[config.mk]
export PLATFORM = sky130hd
export DESIGN_NAME = csg_core
export DESIGN_NICKNAME = d
export VERILOG_FILES = /design/src/design/csg_pkg.sv /design/src/design/csg_core.sv
export SDC_FILE = /design/constraint.sdc
export NUM_CORES = 1
export LEC_CHECK = 0
export BUFFER_PORTS_ARGS = -buffer_cell sky130_fd_sc_hd__buf_2
export CAP_MARGIN = 5
export CORE_ASPECT_RATIO = 1.4
export CORE_MARGIN = 2
export CORE_UTILIZATION = 52
export CTS_BUF_LIST = sky130_fd_sc_hd__clkbuf_4 sky130_fd_sc_hd__clkbuf_8 sky130_fd_sc_hd__clkbuf_16
export DETAILED_ROUTE_END_ITERATION = 7
export PLACE_DENSITY = 0.8
export REMOVE_ABC_BUFFERS = 1
export SETUP_SLACK_MARGIN = 0.02
export SLEW_MARGIN = 15
export SYNTH_ARGS = -nofsm -noshare
export SYNTH_HDL_FRONTEND = slang
export SYNTH_SLANG_ARGS = --single-unit
[constraint.sdc]
create_clock -name clock -period 2.39 [get_ports clock]
set_clock_uncertainty 0.05 [all_clocks]
set_input_delay 0.717 -clock clock [delete_from_list [all_inputs] [get_ports clock]]
set_output_delay 0.717 -clock clock [all_outputs]
set_load 0.02 [all_outputs]
[src/design/csg_pkg.sv]
// Package for current-sense gating and overcurrent response
package csg_pkg;

  // ********************************************************************
  // Connection modes
  // ********************************************************************
  typedef enum logic [1:0] {
    CSG_MODE_OFF   = 2'b00,
    CSG_MODE_LSON  = 2'b01,
    CSG_MODE_HSOFF = 2'b10,
    CSG_MODE_ON    = 2'b11
  } csg_mode_t;

  // Overcurrent reaction
  typedef enum logic [1:0] {
    CSG_OCP_TRUNC   = 2'b00,
    CSG_OCP_NOREP   = 2'b01,
    CSG_OCP_BRAKE   = 2'b10,
    CSG_OCP_DISABLE = 2'b11
  } csg_ocp_t;

  // ********************************************************************
  // Timing
  // ********************************************************************
  localparam int CSG_CLK_NS       = 40;
  localparam int CSG_BLANK_MIN_NS = 50;
  localparam int CSG_BLANK_MAX_NS = 8000;
  // Least time rounds up, longest rounds down
  localparam int CSG_BLANK_MIN_CYC =
    (CSG_BLANK_MIN_NS + CSG_CLK_NS - 1) / CSG_CLK_NS;
  localparam int CSG_BLANK_MAX_CYC = CSG_BLANK_MAX_NS / CSG_CLK_NS;
  localparam int CSG_BLANK_W = 8;
  localparam int CSG_CNT_W   = 4;

  // ********************************************************************
  // Reset values and field codes
  // ********************************************************************
  localparam logic [2:0] CSG_GAIN_RST   = 3'h0;
  localparam logic [1:0] CSG_OFFSET_RST = 2'h0;
  localparam logic [CSG_BLANK_W-1:0] CSG_BLANK_RST = 8'h00;

  // Per-phase gate drive group
  typedef struct packed {
    logic [2:0] low_side_gate_n;
    logic [2:0] high_side_gate_n;
  } csg_gates_t;

  // Configuration group
  typedef struct packed {
    logic [2:0]             amp_en;
    csg_mode_t              mode;
    logic                   single_shunt;
    logic [CSG_BLANK_W-1:0] blank_cyc;
    logic [2:0]             gain_sel;
    logic [1:0]             offset_sel;
    csg_ocp_t               ocp_react;
    logic                   latched;
    logic [CSG_CNT_W-1:0]   event_target;
  } csg_cfg_t;

endpackage : csg_pkg

[src/design/csg_core.sv]
// Current-sense gating and overcurrent reaction core
// How it works
// - Always-off mode keeps every sense output disconnected.
// - Low-side-on mode connects a sense output while its low gate is on.
// - Single shunt low-side-on connects on the OR of low gates.
// - With several amplifiers, each output follows its own low gate.
// - High-side-off mode connects during low-side on and both dead times.
// - Always-on mode keeps enabled amplifier outputs connected.
// - Blanking disconnects inputs after switching, zero or 50 ns to 8 us.
// - Offset chooses one half, five twelfths, one third or one quarter.
// - Truncation cuts PWM at once and reports fault, no deglitch.
// - No-report option truncates PWM without asserting the fault pin.
// - Brake option starts braking on overcurrent instead of truncating.
// - Disabled protection neither truncates nor reports.
// - Latched fault holds fault pin low until clear command.
// - Non-latched fault pin follows the detected condition.
// - Fault reported only after target count of consecutive event cycles.
// - In truncate and no-report modes a positive event turns off all high sides for rest of cycle.
// - Each amplifier is enabled on its own.
// - Gain defaults to 4, selectable 8,12,14,20,24,32,63.
`timescale 1ns/1ps
`default_nettype none

module csg_core
  import csg_pkg::*;
(
  // Clock and reset
  input  wire logic       clock,
  input  wire logic       srst,
  // Gate drive pins and cycle marker
  input  wire csg_gates_t gates_in,
  input  wire logic       pwm_cycle_start,
  // Overcurrent comparator
  input  wire logic       ocp_pos_event,
  // Configuration and host command
  input  wire csg_cfg_t   cfg,
  input  wire logic       fault_clear,
  // Outputs
  output logic [2:0]      sense_output_n_conn,
  output logic [2:0]      high_side_gate_n_out,
  output logic [2:0]      low_side_gate_n_out,
  output logic            brake_req,
  output logic            fault_out_n,
  output logic [5:0]      gain_value,
  output logic [1:0]      offset_code
);

  // ********************************************************************
  // State
  // ********************************************************************
  typedef struct packed {
    csg_gates_t             g1;
    csg_gates_t             g2;
    logic                   ev1;
    logic                   ev2;
    logic                   cyc1;
    logic                   cyc2;
    csg_gates_t             gprev;
    logic [CSG_BLANK_W-1:0] blank;
    logic                   trunc;
    logic                   cyc_ev;
    logic [CSG_CNT_W-1:0]   cnt;
    logic                   fault;
    logic [2:0]             conn;
    logic [2:0]             hs_out;
    logic [2:0]             ls_out;
    logic                   brake;
    logic                   fault_n;
    logic [5:0]             gain;
    logic [1:0]             offs;
  } csg_state_t;

  csg_state_t st_r;
  csg_state_t st_nxt;

  // Gain code to value
  function automatic logic [5:0] gain_of(input logic [2:0] sel);
    case (sel)
      3'h1:    gain_of = 6'h08;
      3'h2:    gain_of = 6'h0C;
      3'h3:    gain_of = 6'h0E;
      3'h4:    gain_of = 6'h14;
      3'h5:    gain_of = 6'h18;
      3'h6:    gain_of = 6'h20;
      3'h7:    gain_of = 6'h3F;
      default: gain_of = 6'h04;
    endcase
  endfunction : gain_of

  logic [2:0] lsg;
  logic [2:0] hsg;
  logic [2:0] want;
  logic       switched;
  logic       blanking;
  logic       cyc_ok;
  logic       reached;

  always_comb begin
    st_nxt = st_r;
    // Pins pass two flip-flops before use
    st_nxt.g1   = gates_in;
    st_nxt.g2   = st_r.g1;
    st_nxt.ev1  = ocp_pos_event;
    st_nxt.ev2  = st_r.ev1;
    st_nxt.cyc1 = pwm_cycle_start;
    st_nxt.cyc2 = st_r.cyc1;
    st_nxt.gprev = st_r.g2;
    lsg = st_r.g2.low_side_gate_n;
    hsg = st_r.g2.high_side_gate_n;
    switched = (st_r.g2 != st_r.gprev);

    // Window after switching, zero length when count is zero
    if (switched && cfg.blank_cyc != 8'h00) begin
      st_nxt.blank = cfg.blank_cyc;
    end else if (st_r.blank != 8'h00) begin
      st_nxt.blank = st_r.blank - 8'h01;
    end
    blanking = switched ? (cfg.blank_cyc != 8'h00) : (st_r.blank != 8'h00);

    case (cfg.mode)
      CSG_MODE_OFF:   want = 3'h0;
      CSG_MODE_LSON:  want = cfg.single_shunt ? {3{|lsg}}
                                              : lsg;
      CSG_MODE_HSOFF: want = cfg.single_shunt ? {3{~|hsg}}
                                              : ~hsg;
      CSG_MODE_ON:    want = 3'h7;
      default:        want = 3'h0;
    endcase
    st_nxt.conn = blanking ? 3'h0 : (want & cfg.amp_en);

    // Cycle-by-cycle truncation
    if (st_r.cyc2) begin
      st_nxt.trunc = 1'b0;
    end
    if (st_r.ev2 && (cfg.ocp_react == CSG_OCP_TRUNC ||
                     cfg.ocp_react == CSG_OCP_NOREP)) begin
      st_nxt.trunc = 1'b1;
    end
    st_nxt.hs_out = (st_r.trunc || st_nxt.trunc) ? 3'h0 : hsg;
    st_nxt.ls_out = lsg;
    st_nxt.brake  = (cfg.ocp_react == CSG_OCP_BRAKE) && st_r.ev2;

    // Consecutive-event count, closed at each cycle start
    cyc_ok  = st_r.cyc_ev || st_r.ev2;
    reached = 1'b0;
    if (st_r.ev2) begin
      st_nxt.cyc_ev = 1'b1;
    end
    if (st_r.cyc2) begin
      st_nxt.cyc_ev = 1'b0;
      if (!cyc_ok) begin
        st_nxt.cnt = '0;
      end else if (st_r.cnt != cfg.event_target) begin
        st_nxt.cnt = st_r.cnt + 4'h1;
      end
      // One bit wider so a count of fifteen cannot wrap to zero
      reached = cyc_ok &&
        ({1'b0, st_r.cnt} + 5'h01 >= {1'b0, cfg.event_target});
    end

    // Fault: latched wins over clear, non-latched follows condition
    if (cfg.latched) begin
      if (fault_clear) begin
        st_nxt.fault = 1'b0;
        st_nxt.cnt   = '0;
      end
      if (reached) begin
        st_nxt.fault = 1'b1;
      end
    end else begin
      if (st_r.cyc2) begin
        st_nxt.fault = reached;
      end
      if (fault_clear) begin
        st_nxt.cnt = '0;
      end
    end
    if (cfg.ocp_react == CSG_OCP_DISABLE) begin
      st_nxt.fault = 1'b0;
      st_nxt.cnt   = '0;
    end
    st_nxt.fault_n = !(st_nxt.fault &&
      (cfg.ocp_react == CSG_OCP_TRUNC));

    st_nxt.gain = gain_of(cfg.gain_sel);
    st_nxt.offs = cfg.offset_sel;
  end

  always_ff @(posedge clock) begin
    if (srst) begin
      st_r         <= '0;
      st_r.fault_n <= 1'b1;
      st_r.gain    <= 6'h04;
      st_r.offs    <= CSG_OFFSET_RST;
    end else begin
      st_r <= st_nxt;
    end
  end

  assign sense_output_n_conn  = st_r.conn;
  assign high_side_gate_n_out = st_r.hs_out;
  assign low_side_gate_n_out  = st_r.ls_out;
  assign brake_req            = st_r.brake;
  assign fault_out_n          = st_r.fault_n;
  assign gain_value           = st_r.gain;
  assign offset_code          = st_r.offs;

  logic hs_out_zero;
  assign hs_out_zero = (st_r.hs_out == 3'h0);

  // ********************************************************************
  // Checks
  // ********************************************************************
  a_off_mode_quiet: assert property (@(posedge clock) disable iff (srst)
    $past(cfg.mode) == CSG_MODE_OFF && !$past(srst) |-> st_r.conn == 3'h0)
    else $error("sense connected in off mode");
  a_amp_enable_gate: assert property (@(posedge clock) disable iff (srst)
    !$past(srst) |-> (st_r.conn & ~$past(cfg.amp_en)) == 3'h0)
    else $error("disabled amplifier connected");
  a_trunc_hs_off: assert property (@(posedge clock) disable iff (srst)
    st_r.ev2 && cfg.ocp_react == CSG_OCP_TRUNC |=> hs_out_zero)
    else $error("high side not truncated");
  a_brake_follow: assert property (@(posedge clock) disable iff (srst)
    st_r.ev2 && cfg.ocp_react == CSG_OCP_BRAKE |=> brake_req)
    else $error("brake not started");
  a_disable_quiet: assert property (@(posedge clock) disable iff (srst)
    cfg.ocp_react == CSG_OCP_DISABLE |=> fault_out_n)
    else $error("fault reported while disabled");
  a_norep_quiet: assert property (@(posedge clock) disable iff (srst)
    cfg.ocp_react == CSG_OCP_NOREP |=> fault_out_n)
    else $error("fault reported when suppressed");
  a_latch_hold: assert property (@(posedge clock) disable iff (srst)
    st_r.fault && cfg.latched && !fault_clear &&
    cfg.ocp_react != CSG_OCP_DISABLE |=> st_r.fault)
    else $error("latched fault dropped");
  a_clean_restart: assert property (@(posedge clock) disable iff (srst)
    st_r.cyc2 && !st_r.cyc_ev && !st_r.ev2 |=> st_r.cnt == '0)
    else $error("counter not restarted");
  a_gain_map: assert property (@(posedge clock) disable iff (srst)
    cfg.gain_sel == 3'h0 ##1 cfg.gain_sel == 3'h0 |-> gain_value == 6'h04)
    else $error("default gain wrong");

  c_trunc: cover property (@(posedge clock) st_r.trunc);
  c_fault: cover property (@(posedge clock) !fault_out_n);
  c_brake: cover property (@(posedge clock) brake_req);
  c_blank: cover property (@(posedge clock) st_r.blank != 8'h00);

endmodule : csg_core

`default_nettype wire

==> results of run 1 <==
how the worst max path moves through the flow:
| stage | endpoint | slack [ps] | from | cells after the start |
|---|---|---|---|---|
| after global placement | st_r[22]$_SDFF_PP0_ | 250 | cfg[0] | 6 |
| after global routing | st_r[33]$_SDFFE_PP0P_ | 220 | lsg[1]$_SDFF_PP0_ | 6 |
| after CTS | st_r[33]$_SDFFE_PP0P_ | 410 | lsg[1]$_SDFF_PP0_ | 6 |
| after detailed placement | st_r[22]$_SDFF_PP0_ | 190 | cfg[0] | 6 |
| final | st_r[33]$_SDFFE_PP0P_ | 420 | lsg[1]$_SDFF_PP0_ | 6 |
| after floorplan | sense_output_n_conn[1]$_SDFF_PP0_ | 280 | low_side_gate_n_out[1]$_SDFF_PP0_ | 5 |
stage by stage:
stage | hold WS, ps | instance area [um2] | worst slack [ps] | instances
floorplan | 364 | 2110 | 285 | 222
global placement | 368 | 2460 | 251 | 324
CTS | 392 | 2530 | 412 | 330
finish | 388 | 2530 | 422 | 330
detailed placement | 372 | 2460 | 185 | 324
global route | 414 | 2530 | 224 | 330
kinds of logic (layout without fill, tap and decap cells):
kind of cell | Yosys count | count (layout) | synth area share
and+or+nand+nor | 94 | 94 | 0.215
DFF | 53 | 53 | 0.467
buffers and inverters | 38 | 76 | 0.0919
AOI/OAI and AO/OA | 31 | 31 | 0.0930
xor gates and xnor gates | 17 | 17 | 0.0655
muxes | 8 | 8 | 0.0352
adders and majority gates | 6 | 6 | 0.0330
cell type report:
cell class	count	area, um2
inverter	13	48.8
fill	389	1670
sequential	53	1060
tap	45	56.3
timing repair buffer	57	290
clock buffer	5	68.8
multi-input combinational	156	1000
clock inverter	1	5.00
sequential cells by signal (all words and copies together) (netlist names):
name	cells
brake_req	1
low_side_gate_n_out	3
lsg	3
sense_output_n_conn	3
hsg	3
fault_out_n	1
st_nxt	8
high_side_gate_n_out	3
st_r	20
gain_value	6
offset_code	2
critical path: cells and delay by family (launching register included):
kind,cells,cell delay (ps)
AOI/OAI and AO/OA,1,660
xor gates and xnor gates,1,130
buffers and inverters,1,270
DFF,1,400
muxes,1,200
and+or+nand+nor,2,130
report_power, final:
part	switching [mW]	total (mW)	leakage, nW	internal (mW)
Clock	0.262	0.456	0.0399	0.193
Combinational	0.152	0.287	0.687	0.135
Sequential	0.0295	0.958	0.435	0.928
Total	0.444	1.70	1.16	1.26
placed cells by master (no fill, tap or decap):
cell type and instances:
a211oi_1 2, a21oi_1 8, a311o_1 1, a31oi_1 3, a32o_1 3, a32oi_1 1, and3_1 3, and4b_1 1
buf_2 55, buf_4 2, clkbuf_8 5, clkinv_2 1, dfxtp_1 53, ha_1 6, inv_1 13, mux2i_1 8
nand2_1 16, nand2b_1 2, nand3_1 3, nor2_1 25, nor2b_1 24, nor3_1 9, nor3b_2 1, nor4_1 5
o211a_1 1, o211ai_1 1, o21a_1 1, o21ai_0 8, o31ai_1 1, o41ai_2 1, or3_1 3, or3b_1 1
or3b_4 1, xnor2_1 11, xor2_1 6
layer usage:
metal  routed length, um  part of all wire
met4                  63             0.016
met3                 133             0.035
met5                   0                 0
met2                2130              0.55
met1                1530              0.40
==> results.env, run 1 <==
RESULT_OF_THE_RUN='completed'
ROUTED-VIA-COUNT=1666
FMAXACHIEVABLE_GHz=0.508
CRITICAL_PATH.CELL_CHAIN='xnor2_1, nand2_1, o31ai_1, buf_4, mux2i_1, nor2_1'
GRT.OVERFLOW.TOTAL=0
TOTALPOWERFINAL_mW=1.70
DETAIL-ROUTE-ANTENNA-NETS=0
WORST_R2R_STARTPOINT='lsg[1]$_SDFF_PP0_'
GRT_PASS1_VIAS=1568
DRT_PRE_ANTENNA_ITERS=4
ROUTE.DETAILED.WL_PER_INST_UM=11.7
SYNTHDOMINANTAREACELLTYPE='dfxtp_1'
DRIVE_GT1_FRAC=0.232
R2R_SLACK_PS=420
SYNTH_WARNINGS=0
POST-SYNTH-TOP-AREA-FRACTION=0.467
MIN_PATH_CELLS=1
DR.FIRST_ITER.DRC_COUNT=53
PLACE.DETAILED.HPWL_UM=3000
CTS_MAX_PATH_BUFFERS=2
CRITPATHARRIVALTIME_PS=2100
CTS_TREE='yes'
GRT_START_MAX_NET_PINS=25
PIN_COUNT=56
SLEW_HR=0.496
SYN-INSTANCE-COUNT=247
SYNTH_AREA_LEADERS='dfxtp_1 47%, nor2b_1 6.6%, buf_4 5.6%'
MEAN_AREA_PER_SYNTHESIZED_CELL_UM2=9.20
GRT_USAGE=0.170
COUNT_OF_DIFFERENT_CELL_MASTERS_AFTER_SYNTHESIS=34
CTS-RESIZED-GATES=0
ROUTE.DETAILED.VIAS_PER_INST=5.05
DIE_FOOTPRINT_UM2=4920
CRITICAL-PATH-MAX-STAGE-DELAY_PS=660
MET3_USAGE=0.0498
ROWS=28
HOLDCRITPATHCLASS='register to register'
GLOBAL_ROUTE_MET1_UTILIZATION=0.157
DRV.MAX_CAP_VIOLATION_COUNT=0
UNREPAIRED_SETUP_ENDPOINTS_AFTER_GLOBAL_ROUTING='no'
CTS_NUM_SINKS=53
P_LEAK_nW=1.16
MAX_SLEW.WORST_PIN.SLEW_PS=750
YS_ASYNC_SR_FRACTION=0
PERIOD_NEEDED_PS=1970
CTS_ROOT_BUFFER='clkbuf_8'
CELLPOWERDENSITY_nW_PER_UM2=671
MIN_FROM='st_nxt[46]$_SDFF_PP0_'
PATH_CLK_SLEW_PS=80
FINAL.PERIOD_UTILIZATION=0.824
CTS_MADE_BUFFERS=5
DIE_WIDTH_UM=59.9
ANTENNA_VIOLATIONS_BEFORE_REPAIR=0
COREAREA_UM2=4200
WORST_R2R_PATH_CELLS=6
STARTPOINT_TYPE='register'
FINALSETUPVIOLCOUNT=0
POST_SYNTH_EDFFS=0
WORST-ENDPOINT-REQUIRED_PS=2520
CRITICAL_PATH_CLASS='register to register'
SYNTH_TO_LAYOUT_AREA_GROWTH_PCT=11.4
FIN_TNS_SETUP_PS=0
DRT_DRC=0
WORST_SUPPLY_VOLTAGE_DROP_ON_VDD_mV=0.416
START_UTIL=0.541
POSTROUTEWIRELENGTH_UM=3850
DOMINANTREGCELLSYNTH='dfxtp_1'
GLOBALROUTE.BUSIESTLAYER='met2'
GRTUSAGEMET2=0.333
REPORT.FINAL.HOLD_VIOL_COUNT=0
PLACE.PORT_BUFFERS=55
WORST_SKEW_PAIR.LATE_LATENCY_PS=300
SYN-CELL-AREA_UM2=2270
DIODES=0
POSTLAYOUTCOREUTIL=0.603
YS_TOP_CELLS_BY_COUNT='53 x dfxtp_1, 25 x nor2_1, 24 x nor2b_1'
GRT_FIRST_PASS_WIRELENGTH_UM=6270
CP-END-KIND='register'
R2R-END='st_r[33]$_SDFFE_PP0P_'
HOLDPATHEND='hsg[2]$_SDFF_PP0_'
YS_SEQ_AREA_FRAC=0.467
PLACE_CONGESTION=0.820
CTS.HOLD.BUFFERS_ADDED=0
YOSYS.CELL_COUNT.TOP_TYPE='dfxtp_1'
WORST_PATH_SLOWEST_CELL='o31ai_1'
NETS=329
HTREEDEPTH=2
MAXSLEWVIOLCOUNT=0
WORSTPATHMAXFANOUT=7
NUMBER_OF_SETUP_BUFFERS_ADDED_AFTER_CTS=0
DIE_H_UM=82.2
YS_SEQ_ELEMENTS=53
(Power assumes the default switching activity.)
==> run 2: changes to the inputs <==
--- a/config.mk
+++ b/config.mk
@@ -9,10 +9,10 @@
 export CAP_MARGIN = 5
 export CORE_ASPECT_RATIO = 1.4
 export CORE_MARGIN = 2
-export CORE_UTILIZATION = 52
+export CORE_UTILIZATION = 47
 export CTS_BUF_LIST = sky130_fd_sc_hd__clkbuf_4 sky130_fd_sc_hd__clkbuf_8 sky130_fd_sc_hd__clkbuf_16
 export DETAILED_ROUTE_END_ITERATION = 7
-export PLACE_DENSITY = 0.8
+export PLACE_DENSITY = 0.77
 export REMOVE_ABC_BUFFERS = 1
 export SETUP_SLACK_MARGIN = 0.02
 export SLEW_MARGIN = 15
==> constraint.sdc (replaced) <==
create_clock -name clock -period 1.8 [get_ports clock]
set_clock_uncertainty 0.05 [all_clocks]
set_input_delay 0.54 -clock clock [delete_from_list [all_inputs] [get_ports clock]]
set_output_delay 0.54 -clock clock [all_outputs]
set_load 0.02 [all_outputs]
==> results.env, run 2 (synthesis gave the netlist of run 1 again) <==
CRITICAL-PATH-MAX-STAGE-DELAY_PS=410  # -250 ps
HTREEDEPTH=2  # unchanged
CRITICAL_PATH_CLASS='register to register'
CRITPATHARRIVALTIME_PS=1980  # -120 ps
PATH_BUF_INV=1  # unchanged
RESULT_OF_THE_RUN='finished, violations left'
NETS=348  # +5.8%
DETAIL-ROUTE-ANTENNA-NETS=0  # unchanged
UNREPAIRED_SETUP_ENDPOINTS_AFTER_GLOBAL_ROUTING='yes'
WORST-ENDPOINT-REQUIRED_PS=1940  # -580 ps
DRV.MAX_CAP_VIOLATION_COUNT=0  # unchanged
PLACE.DETAILED.HPWL_UM=3400  # +13%
FINAL.PERIOD_UTILIZATION=1.02  # +0.197
CTS_ROOT_BUFFER='clkbuf_8'
FINALSETUPVIOLCOUNT=3  # +3
MAXSLEWVIOLCOUNT=0  # unchanged
HOLDCRITPATHCLASS='input port to register'
DIE_FOOTPRINT_UM2=5420  # +10%
START_UTIL=0.493  # -0.0474
CRITICAL_PATH.CELL_CHAIN='inv_2, ha_4, or3b_4, or3b_4, mux2i_1, mux2i_1, nor2_1'
SETUP_WS_PS=-36.4  # -458 ps
CTS_MAX_PATH_BUFFERS=2  # unchanged
MAX_SLEW.WORST_PIN.SLEW_PS=308  # -442 ps
DIE_H_UM=86.3  # +4.9%
DR.FIRST_ITER.DRC_COUNT=59  # +11%
DRIVE_GT1_FRAC=0.327  # +0.0952
CP-END-KIND='register'
DRT_DRC=0  # unchanged
GRT_START_MAX_NET_PINS=17  # -32%
WORST_PATH_SLOWEST_CELL='or3b_4'
GRT_USAGE=0.167  # -0.00287
CTS.HOLD.BUFFERS_ADDED=0  # unchanged
FMAXACHIEVABLE_GHz=0.545  # +7.2%
FAILED_CHECKS='setup timing'
ANTENNA_VIOLATIONS_BEFORE_REPAIR=0  # unchanged
ROWS=29  # +3.6%
GRT_FIRST_PASS_WIRELENGTH_UM=7200  # +15%
MOSTFREQUENTLAYOUTCELL='buf_2'
CTS_NUM_SINKS=53  # unchanged
ROUTE.DETAILED.VIAS_PER_INST=4.73  # -6.2%
CELLPOWERDENSITY_nW_PER_UM2=885  # +32%
NUMPLACEDINSTANCES=358  # +10%
GRT.OVERFLOW.TOTAL=0  # unchanged
DIODES=0  # unchanged
DIE_WIDTH_UM=62.8  # +4.8%
GLOBAL_ROUTE_MET1_UTILIZATION=0.179  # +0.0216
CTS_MADE_BUFFERS=5  # unchanged
SYNTH_TO_LAYOUT_AREA_GROWTH_PCT=21.8
GLOBALROUTE.BUSIESTLAYER='met2'
PATH_CLK_SLEW_PS=90  # about the same
LARGEST_REG_FLOPS=20  # unchanged
DRT_PRE_ANTENNA_ITERS=4  # unchanged
PLACE_CONGESTION=0.803  # -2.0%
COREAREA_UM2=4610  # +9.6%
WORST_SKEW_PAIR.LATE_LATENCY_PS=300  # about the same
TIMING.CRITICAL_PATH.MAX_DELAY_FAMILY='simple AND/OR/NAND/NOR gates'
FINAL_CELL_MIX='55 x buf_2, 49 x dfxtp_1, 25 x nor2_1, 23 x nor2b_1, 21 x buf_4'
ROUTE.DETAILED.WL_PER_INST_UM=11.7  # +0.23%
PERIOD_NEEDED_PS=1840  # -132 ps
SLEW_HR=0.793  # +0.297
PIN_COUNT=56  # unchanged
GRT_PASS1_VIAS=1688  # +7.7%
REPORT.FINAL.HOLD_VIOL_COUNT=0  # unchanged
POSTROUTEWIRELENGTH_UM=4300  # +12%
MET3_USAGE=0.0338  # -0.0161
ROUTED-VIA-COUNT=1742  # +4.6%
STARTPOINT_TYPE='register'
TOTALPOWERFINAL_mW=2.45  # +44%
WORST_SUPPLY_VOLTAGE_DROP_ON_VDD_mV=0.489  # +17%
WORSTPATHMAXFANOUT=3  # -4
CTS_TREE='yes'
P_LEAK_nW=1.27  # +9.5%
GRTUSAGEMET2=0.325  # -0.00807
LARGEST_REGISTER='st_r'
FINAL_CELLS=368  # +12%
PLACE.PORT_BUFFERS=55  # unchanged
## run 2: path summary, 6_finish.rpt
kind | from | end | slack [ps] | depth (start not counted)
max | st_r[27]$_SDFFE_PP0P_ | st_r[27]$_SDFFE_PP0P_ | -40 | 7
min | cfg[5] | brake_req$_SDFF_PP0_ | 370 | 2
min reg2reg | st_nxt[47]$_SDFF_PP0_ | lsg[0]$_SDFF_PP0_ | 380 | 1
max reg2reg | st_r[27]$_SDFFE_PP0P_ | st_r[27]$_SDFFE_PP0P_ | -40 | 7
## run 2: cell type report
type,count,area [um2]
Inverter,13,48.8
Timing Repair Buffer,76,433
Sequential cell,53,1070
Multi-Input combinational cell,156,1050
Tap cell,62,77.6
Clock buffer,6,82.6
Clock inverter,2,13.8
Fill cell,406,1840
## run 2: metrics by stage
| stage | setup TNS (ps) | worst slack [ps] | cell area, um2 | utilization | hold WS [ps] |
|---|---|---|---|---|---|
| 4_1_cts | -11.8 | -11.8 | 2740 | 0.594 | 358 |
| 2_1_floorplan | -2090 | -305 | 2110 | - | 364 |
| 3_5_place_dp | -482 | -66.7 | 2610 | 0.566 | 371 |
| 3_3_place_gp | -174 | -35.2 | 2610 | 0.566 | 367 |
| 5_1_grt | -345 | -75.2 | 2770 | 0.601 | 357 |
| 6_report | -60.3 | -36.4 | 2770 | 0.601 | 374 |
## run 2: what timing repair did
action / 4_1_cts / 5_1_grt
resized for setup: 9 / 7
buffers inserted: 1 / 1
pin swaps: 5 / 7
endpoints found under the setup margin: 9 / 12
## run 2: metal layers
layer | part of all wire | up-vias
met1 | 0.40 | 781
met2 | 0.55 | 37
met3 | 0.037 | 4
li1 | - | 920
met4 | 0.0086 | 0
met5 | 0 | -
## run 2: power breakdown
part	internal [mW]	switching [mW]
clock	0.312	0.368
sequential	1.23	0.0434
combinational	0.257	0.235
total	1.80	0.646
## run 2: worst reg2reg max path: stages (launching register included)
cell and delay, ps:
dfxtp_2 330, inv_2 80, ha_4 140, or3b_4 400
or3b_4 410, mux2i_1 130, mux2i_1 130, nor2_1 50
